[src/verilog/sdw_pkg.sv]
// Constants, register map and state encoding of the serial DAC receiver.
// Assumes a single APB clock domain; the serial link pins are asynchronous.
`default_nettype none
package sdw_pkg;
   // APB register byte offsets
   localparam logic [31:0] SDW_OFS_CTRL = 32'h0000_0000;
   localparam logic [31:0] SDW_OFS_STATUS = 32'h0000_0004;
   localparam logic [31:0] SDW_OFS_FIFO = 32'h0000_0008;
   localparam logic [31:0] SDW_OFS_FRAMES = 32'h0000_000c;
   // Field positions and CTRL reset value
   localparam int SDW_CTRL_VARIANT_BIT = 0;
   localparam int SDW_STAT_OVF_BIT = 18;
   localparam int SDW_FIFO_VALID_BIT = 31;
   localparam logic SDW_CTRL_RESET = 1'b0;
   // Frame geometry
   localparam int SDW_FRAME_W = 24;
   localparam logic [4:0] SDW_LAST_LONG = 5'h17;
   localparam logic [4:0] SDW_LAST_SHORT = 5'h0f;
   localparam int SDW_PD_HI_LONG = 17;
   localparam int SDW_PD_LO_LONG = 16;
   localparam int SDW_PD_HI_SHORT = 13;
   localparam int SDW_PD_LO_SHORT = 12;
   // Power-down select codes
   localparam logic [1:0] SDW_MODE_NORMAL = 2'h0;
   localparam logic [1:0] SDW_MODE_PD_1K = 2'h1;
   localparam logic [1:0] SDW_MODE_PD_100K = 2'h2;
   localparam logic [1:0] SDW_MODE_HIZ = 2'h3;
   typedef enum logic [1:0] {
      SDW_IDLE = 2'b00,
      SDW_SHIFT = 2'b01,
      SDW_DONE = 2'b10
   } sdw_state_t;
endpackage
`default_nettype wire

[src/verilog/sdw_fifo.sv]
// Small FIFO with registered read data for captured frames.
// Assumes one clock; out_ready may be combinational from the reader.
`timescale 1ns/1ps
`default_nettype none
module sdw_fifo #(
   parameter int WIDTH = 24,
   parameter int DEPTH = 8
) (
   input wire logic clk,
   input wire logic rst_n,
   input wire logic in_valid,
   input wire logic [WIDTH-1:0] in_data,
   output logic in_ready,
   output logic out_valid,
   output logic [WIDTH-1:0] out_data,
   input wire logic out_ready
);
   localparam int AW = (DEPTH > 1) ? $clog2(DEPTH) : 1;
   localparam int CW = $clog2(DEPTH + 1);
   localparam logic [CW-1:0] FULL = CW'(DEPTH);
   localparam logic [AW-1:0] LAST = AW'(DEPTH - 1);

   generate
      if (DEPTH < 2 || WIDTH < 1) begin : g_bad
         $error("sdw_fifo: DEPTH must be at least 2 and WIDTH at least 1");
      end
   endgenerate

   typedef struct packed {
      logic [DEPTH-1:0][WIDTH-1:0] mem;
      logic [AW-1:0] wp;
      logic [AW-1:0] rp;
      logic [CW-1:0] cnt;
      logic ov;
      logic [WIDTH-1:0] od;
   } sdw_fifo_regs_t;

   sdw_fifo_regs_t q, d;
   logic push, load, full;

   function automatic logic [AW-1:0] nxt(input logic [AW-1:0] p);
      nxt = (p == LAST) ? '0 : p + AW'(1);
   endfunction

   always_comb begin
      d = q;
      // Output register counts toward depth
      full = (q.cnt + CW'(q.ov)) == FULL;
      push = in_valid && !full;
      load = (q.cnt != '0) && (!q.ov || out_ready);
      if (push) begin
         d.mem[q.wp] = in_data;
         d.wp = nxt(q.wp);
      end
      if (load) begin
         d.od = q.mem[q.rp];
         d.ov = 1'b1;
         d.rp = nxt(q.rp);
      end else if (out_ready) begin
         d.ov = 1'b0;
      end
      d.cnt = q.cnt + CW'(push) - CW'(load);
   end

   always_ff @(posedge clk or negedge rst_n) begin
      if (!rst_n) begin
         q <= '0;
      end else begin
         q <= d;
      end
   end

   assign in_ready = !full;
   assign out_valid = q.ov;
   assign out_data = q.od;
endmodule
`default_nettype wire

[src/verilog/sdw_serial_dac.sv]
// Serial-input DAC front end: frame receiver, power-down decode, APB registers.
// Assumes link pins asynchronous to pclk and a link clock well below pclk/4.
`timescale 1ns/1ps
`default_nettype none
module sdw_serial_dac #(
   parameter int FIFO_DEPTH = 8
) (
   input wire logic pclk,
   input wire logic presetn,
   input wire logic psel,
   input wire logic penable,
   input wire logic pwrite,
   input wire logic [31:0] paddr,
   input wire logic [31:0] pwdata,
   output logic pready,
   output logic [31:0] prdata,
   output logic pslverr,
   input wire logic link_sclk,
   input wire logic link_sync_n,
   input wire logic link_din,
   output logic [15:0] dac_code,
   output logic [1:0] pd_mode,
   output logic out_pd_1k,
   output logic out_pd_100k,
   output logic out_hiz,
   output logic update_pulse
);
   localparam int FW = sdw_pkg::SDW_FRAME_W;

   generate
      if (FIFO_DEPTH < 2) begin : g_bad
         $error("sdw_serial_dac: FIFO_DEPTH must be at least 2");
      end
   endgenerate

   typedef struct packed {
      logic [2:0] sclk_p;
      logic [1:0] sync_p;
      logic [1:0] din_p;
      sdw_pkg::sdw_state_t state;
      logic [4:0] cnt;
      logic [FW-1:0] shreg;
      logic variant;
      logic [15:0] code;
      logic [1:0] pd;
      logic pd1k;
      logic pd100k;
      logic hiz;
      logic upd;
      logic [15:0] frames;
      logic ovf;
      logic pready;
      logic [31:0] prdata;
      logic pslverr;
   } sdw_regs_t;

   sdw_regs_t q, d;
   logic fall, sync_hi, push, pop, acc;
   logic fifo_in_ready, fifo_out_valid;
   logic [FW-1:0] fifo_out_data;
   logic [FW-1:0] base_sh, new_sh;
   logic [4:0] base_cnt, last;

   function automatic logic mapped(input logic [31:0] a);
      mapped = (a == sdw_pkg::SDW_OFS_CTRL) || (a == sdw_pkg::SDW_OFS_STATUS) ||
               (a == sdw_pkg::SDW_OFS_FIFO) || (a == sdw_pkg::SDW_OFS_FRAMES);
   endfunction

   // Aligned second stages of the pin synchronisers
   assign fall = q.sclk_p[2] & ~q.sclk_p[1];
   assign sync_hi = q.sync_p[1];
   assign acc = psel & penable;

   always_comb begin
      d = q;
      d.sclk_p = {q.sclk_p[1:0], link_sclk};
      d.sync_p = {q.sync_p[0], link_sync_n};
      d.din_p = {q.din_p[0], link_din};
      d.upd = 1'b0;
      push = 1'b0;
      pop = 1'b0;
      last = q.variant ? sdw_pkg::SDW_LAST_SHORT : sdw_pkg::SDW_LAST_LONG;
      base_sh = (q.state == sdw_pkg::SDW_IDLE) ? '0 : q.shreg;
      base_cnt = (q.state == sdw_pkg::SDW_IDLE) ? 5'h00 : q.cnt;
      new_sh = {base_sh[FW-2:0], q.din_p[1]};
      case (q.state)
         sdw_pkg::SDW_IDLE, sdw_pkg::SDW_SHIFT: begin
            if (sync_hi) begin
               d.state = sdw_pkg::SDW_IDLE;
               d.shreg = '0;
               d.cnt = 5'h00;
            end else begin
               d.state = sdw_pkg::SDW_SHIFT;
               d.shreg = base_sh;
               d.cnt = base_cnt;
               if (fall) begin
                  d.shreg = new_sh;
                  d.cnt = base_cnt + 5'h01;
                  if (base_cnt == last) begin
                     d.state = sdw_pkg::SDW_DONE;
                     d.upd = 1'b1;
                     push = 1'b1;
                     d.frames = q.frames + 16'h0001;
                     if (q.variant) begin
                        d.pd = {new_sh[sdw_pkg::SDW_PD_HI_SHORT],
                                new_sh[sdw_pkg::SDW_PD_LO_SHORT]};
                        d.code = {4'h0, new_sh[11:0]};
                     end else begin
                        d.pd = {new_sh[sdw_pkg::SDW_PD_HI_LONG],
                                new_sh[sdw_pkg::SDW_PD_LO_LONG]};
                        d.code = new_sh[15:0];
                     end
                  end
               end
            end
         end
         sdw_pkg::SDW_DONE: begin
            if (sync_hi) begin
               d.state = sdw_pkg::SDW_IDLE;
            end
         end
         default: begin
            d.state = sdw_pkg::SDW_IDLE;
         end
      endcase
      d.pd1k = (d.pd == sdw_pkg::SDW_MODE_PD_1K);
      d.pd100k = (d.pd == sdw_pkg::SDW_MODE_PD_100K);
      d.hiz = (d.pd == sdw_pkg::SDW_MODE_HIZ);
      // APB: one wait state, effects at the completing edge
      d.pready = 1'b0;
      d.pslverr = 1'b0;
      if (acc && !q.pready) begin
         d.pready = 1'b1;
         d.pslverr = !mapped(paddr);
         d.prdata = 32'h0000_0000;
         if (paddr == sdw_pkg::SDW_OFS_CTRL) begin
            d.prdata = {31'h0, q.variant};
         end else if (paddr == sdw_pkg::SDW_OFS_STATUS) begin
            d.prdata = {11'h0, fifo_out_valid, (q.state == sdw_pkg::SDW_SHIFT),
                        q.ovf, q.pd, q.code};
         end else if (paddr == sdw_pkg::SDW_OFS_FIFO) begin
            d.prdata = {fifo_out_valid, 7'h0, fifo_out_data};
         end else if (paddr == sdw_pkg::SDW_OFS_FRAMES) begin
            d.prdata = {16'h0, q.frames};
         end
      end else if (acc && q.pready) begin
         if (pwrite && paddr == sdw_pkg::SDW_OFS_CTRL) begin
            d.variant = pwdata[sdw_pkg::SDW_CTRL_VARIANT_BIT];
         end
         if (pwrite && paddr == sdw_pkg::SDW_OFS_STATUS &&
             pwdata[sdw_pkg::SDW_STAT_OVF_BIT]) begin
            d.ovf = 1'b0;
         end
         pop = !pwrite && (paddr == sdw_pkg::SDW_OFS_FIFO) && fifo_out_valid;
      end
      // Set wins over a clear in the same cycle
      if (push && !fifo_in_ready) begin
         d.ovf = 1'b1;
      end
   end

   always_ff @(posedge pclk or negedge presetn) begin
      if (!presetn) begin
         q <= '0;
         q.sclk_p <= 3'h7;
         q.sync_p <= 2'h3;
         q.variant <= sdw_pkg::SDW_CTRL_RESET;
      end else begin
         q <= d;
      end
   end

   sdw_fifo #(
      .WIDTH(FW),
      .DEPTH(FIFO_DEPTH)
   ) u_fifo (
      .clk(pclk),
      .rst_n(presetn),
      .in_valid(push),
      .in_data(new_sh),
      .in_ready(fifo_in_ready),
      .out_valid(fifo_out_valid),
      .out_data(fifo_out_data),
      .out_ready(pop)
   );

   assign pready = q.pready;
   assign prdata = q.prdata;
   assign pslverr = q.pslverr;
   assign dac_code = q.code;
   assign pd_mode = q.pd;
   assign out_pd_1k = q.pd1k;
   assign out_pd_100k = q.pd100k;
   assign out_hiz = q.hiz;
   assign update_pulse = q.upd;
endmodule
`default_nettype wire
[config.mk]
export PLATFORM = sky130hd
export DESIGN_NAME = sdw_serial_dac
export DESIGN_NICKNAME = d
export VERILOG_FILES = /design/src/verilog/sdw_pkg.sv /design/src/verilog/sdw_fifo.sv /design/src/verilog/sdw_serial_dac.sv
export SDC_FILE = /design/constraint.sdc
export NUM_CORES = 1
export LEC_CHECK = 0
export ABC_AREA = 1
export BUFFER_PORTS_ARGS = -buffer_cell sky130_fd_sc_hd__buf_2
export CORE_MARGIN = 10
export CORE_UTILIZATION = 40
export CTS_BUF_LIST = sky130_fd_sc_hd__clkbuf_16
export DETAILED_ROUTE_END_ITERATION = 10
export PLACE_DENSITY = 0.6
export SYNTH_ARGS = -nofsm -noshare
export SYNTH_HDL_FRONTEND = slang
export SYNTH_SLANG_ARGS = --single-unit
export TNS_END_PERCENT = 10
[constraint.sdc]
create_clock -name pclk -period 3.27 [get_ports pclk]
set_input_delay 0.327 -clock pclk [delete_from_list [all_inputs] [get_ports pclk]]
set_output_delay 0.327 -clock pclk [all_outputs]
set_load 0.01 [all_outputs]
==> results.txt <==
- Floorplan die area: 0.0485 mm^2
* Highest-count cells in the layout ignoring fill and taps: nand2_1, dfrtp_1, o21ai_0, inv_1, nand3_1
- Final layout net count: 2035
- Post-synth EDFFs: 0
- Number of port buffers: 90
- Final critical-path share of the clock period: 87.1%
- Cts bufs inserted: 36
- Counting cells, the worst reg-to-reg path comes to 9.
* Result of the run: complete, no violations
- Setup repair after global routing missed its margin: false
- Dividing the detail-routed wire length by the instance count gives 16.4 um.
* Number of synthesized register bits: 331
- In the routed layout, each cell is associated on average with a via count of 5.08.
- STA classifies the critical path endpoint as a register.
* Startpoint Class: register
* Top Ports: 128
- Fin. Hold Viols: 0
* Mean cell area of the mapped netlist: 8.26 um^2
* Flip-flop cell with the highest count after synthesis: dfrtp_1
- For this configuration, the core starts out at a cell density of between 40% and 50%.
- Min-delay src: pwdata[0]
- By area, the combinational part of the netlist is dominated by simple AND/OR/NAND/NOR gates.
* Worst reg2reg endpoint: u_fifo.q[26]
- Placeable core region: a little under 0.04 mm^2
- The worst hold path terminates at q[73].
- Registers take 0.00829 mm^2.
* Number of diodes added for antenna fixing: 0
* Die width: 220 um
- TritonCTS built the clock tree.
- The largest single stage delay on the critical path is 0.60 ns.
* Worst Setup SP: q[104]
* Post-synthesis simple-gate area fraction: 18.7%
* Number of buffers inserted to repair setup after CTS: 0
- After Yosys synthesis, XOR and XNOR cells account for 0.928% of the synthesized area.
- Detailed placement ended at an HPWL of 26.0 mm.
- CP Class: reg2reg
- Once the clock tree was built, the resizer swapped 0 gates to a different size.
- On the critical path, the stage with the largest delay is an instance of dfrtp_1.
- Largest net degree at the start of global routing: 99
- Data arrival at the endpoint of the critical path: 3.24 ns
- Critical Path Most Common Cell: ha_1
* Most used routing layer: met2
- Setup TNS Final: 0 ns
- Required time of the critical path: 3.66 ns
- Post-synthesis instance area: 0.0160 mm^2
- The first global-routing pass estimated 66.7 mm of wire.
- The cell count after synthesis came out at 1942.
- Clock Skews: 0.0265 ns
- Total wire length: between 40 and 50 mm
- The max-slew violation count is 0.
* Hold Path Stages: 3
- Worst-Skew Late Latency: 0.54 ns
* Worst slew margin: 46.5%
- Residual overflow from global routing: 0
* GR Layer Usage met3: 2.68%
- Number of cell rows: 73
- Clock tree synthesis selected as its root buffer the cell clkbuf_16.
- Startpoint of the most critical register-to-register path: q[104]
* Class of the tightest hold or removal check: in2reg
* Pin slew with the least headroom to its limit: between 0.7 and 0.8 ns
- Sequential area share after synthesis: 51.7%
- Counting along the longest clock path gives a buffer depth of 3.
- Post-route core utilization: 44.6%
* Number of iterations in the first detailed-routing pass: 5
* Global routing usage on met2: between 20% and 30%
- Clock-pin slew was measured on the worst setup and hold paths at 0.06 ns.
* Register-to-register path setup slack: roughly 0.42 ns
- In this run the worst path has a maximum fanout of 24.
- In the global route stage, met1 resource usage came out at 23.7%.
- Weighted congestion reported at the end of routability-driven placement: 0.870
- Power after layout: 8210 uW
* Area share of fa/ha/maj cells after synthesis: 1.22%
* Cell leakage power: 0.00827 uW
* Most common library cell in the layout ignoring fill and taps: nand2_1
* Total area of multi-input combinational cells: 0.00608 mm^2
* Count of filler cells inserted in the layout: roughly 4k
- Summing over every cut layer, the via total after detailed routing is around 13k.
- The tool flagged a number of max-cap violations equal to 0.
* GR Util All Layers: 17.0%
* Number of global-route vias before repair: 12.3k
* Mux contribution to synthesized area: 0%
* Total power divided by cell area: between 400 and 500 mW/mm^2
* Synth warn: 0
* Die Height: 220 um
* Layout-stage area growth over the synthesis result: 10.5%
* Post-route DRC violation count: 0
* Final number of setup-violating endpoints: 0
* Num Clock Sinks: 331
- VDD sags by at most 0.272 mV.
- DRC violation total after the first TritonRoute iteration: approximately 1.2k
- Distinct cell type count after synthesis: 41
- The number of antenna violations at the first check in global routing was 0.
- List of cells traversed by the critical path: nor2_8, nor2_1, ha_1, nand2_2, nor2_4, nand3_4, nor2b_1, ha_1, fa_1
* Synth Area in Compound Gates: between 10% and 20%
- H-tree levels: 2
* Detail Route Antenna Nets: 0
- Based on the critical path, the design can be clocked at up to 0.351 GHz.
- Subtracting the final worst setup slack from the clock period gives 2.85 ns.
* FFs w/ async S/R, synth: 100%
* Layout cell share with drive strength beyond 1: 10.1%
==> timing repair <==
item,in CTS,in global routing
hold buffers,4,0
endpoints found under the setup margin,0,0
hold endpoints to repair,74,0
==> report_power, final <==
group	internal (uW)	switching, uW
clock	2180	1660
sequential	4120	9.56
combinational	61.6	189
==> layout make-up <==
class | count | area share [%]
Multi-Input combinational cell | 1260 | 34.3
Timing Repair Buffer | 128 | 4.97
Sequential cell | 331 | 46.8
Inverter | 191 | 4.04
Clock inverter | 27 | 0.861
Clock buffer | 38 | 5.36
Tap cell | 525 | 3.70
==> state kept, by name, summed over array words and instances (netlist names) <==
name / flops
out_hiz: 1
update_pulse: 1
u_fifo.out_valid: 1
new_sh: 1
out_pd_1k: 1
dac_code: 16
pready: 1
pslverr: 1
u_fifo.q: 202
q: 50
pd_mode: 2
prdata: 25
u_fifo.out_data: 24
d: 4
out_pd_100k: 1
==> how the worst max path moves through the flow <==
stage,endpoint,cells past startpoint
after CTS,u_fifo.q[26],9
after detailed placement,u_fifo.q[26],9
final,u_fifo.q[26],9
after global routing,u_fifo.q[26],9
after global placement,u_fifo.q[26],9
after floorplan,u_fifo.q[27],16
==> per-layer routing <==
metal / part of all wire (%) / up-vias
li1: - / 6290
met1: 47 / 6085
met4: 1.8 / 0
met2: 47 / 259
met5: 0 / -
met3: 4.6 / 60
==> stage by stage <==
stage	worst slack, ns	hold slack [ns]	instances	area (um^2)
floorplan	0.702	0.0314	1948	16100
global placement	0.525	0.338	2431	16600
detailed placement	0.457	0.353	2431	16600
CTS	0.412	0.0379	2500	17700
global route	0.175	0.0718	2500	17700
finish	0.423	0.0588	2500	17700
==> critical path, delay by kind of cell (launching register included) <==
kind	cells	cell delay, ns
and+or+nand+nor	6	1.19
adders and majority gates	3	0.89
DFF	1	0.60
==> cell usage after synthesis (2+ instances only) <==
master / count / area share, %
nand3_1: 136 / 4.2
buf_6: 19 / 1.3
o21a_1: 24 / 1.1
buf_1: 9 / 0.21
o22ai_1: 3 / 0.12
clkinv_1: 5 / 0.12
dfrtp_1: 326 / 51
o21ai_2: 5 / 0.27
xnor2_1: 3 / 0.16
o21ai_1: 95 / 3.0
buf_4: 56 / 2.6
o31ai_1: 6 / 0.28
o21ai_0: 239 / 7.5
a32o_1: 5 / 0.31
inv_2: 2 / 0.047
ha_1: 14 / 1.1
nor2_4: 2 / 0.14
xor2_1: 14 / 0.76
nand2_1: 477 / 11
nand3b_1: 2 / 0.094
buf_2: 14 / 0.44
nor2_1: 78 / 1.8
inv_1: 184 / 4.3
nand3_2: 5 / 0.31
dfstp_2: 5 / 0.82
o211ai_1: 27 / 1.3
nor3_1: 10 / 0.31
nand4_1: 5 / 0.19
a21oi_1: 94 / 2.9
clkbuf_1: 67 / 1.6
==> kinds of logic (layout without fill, tap and decap cells) <==
kind of cell	count (synthesis)	in the layout
xor+xnor	17	17
simple gates	721	721
flops	331	331
fa+ha+maj	15	15
buf+inv	357	384
other cells	1	7
compound gates	500	500
Power figures use the tool's default switching activity.
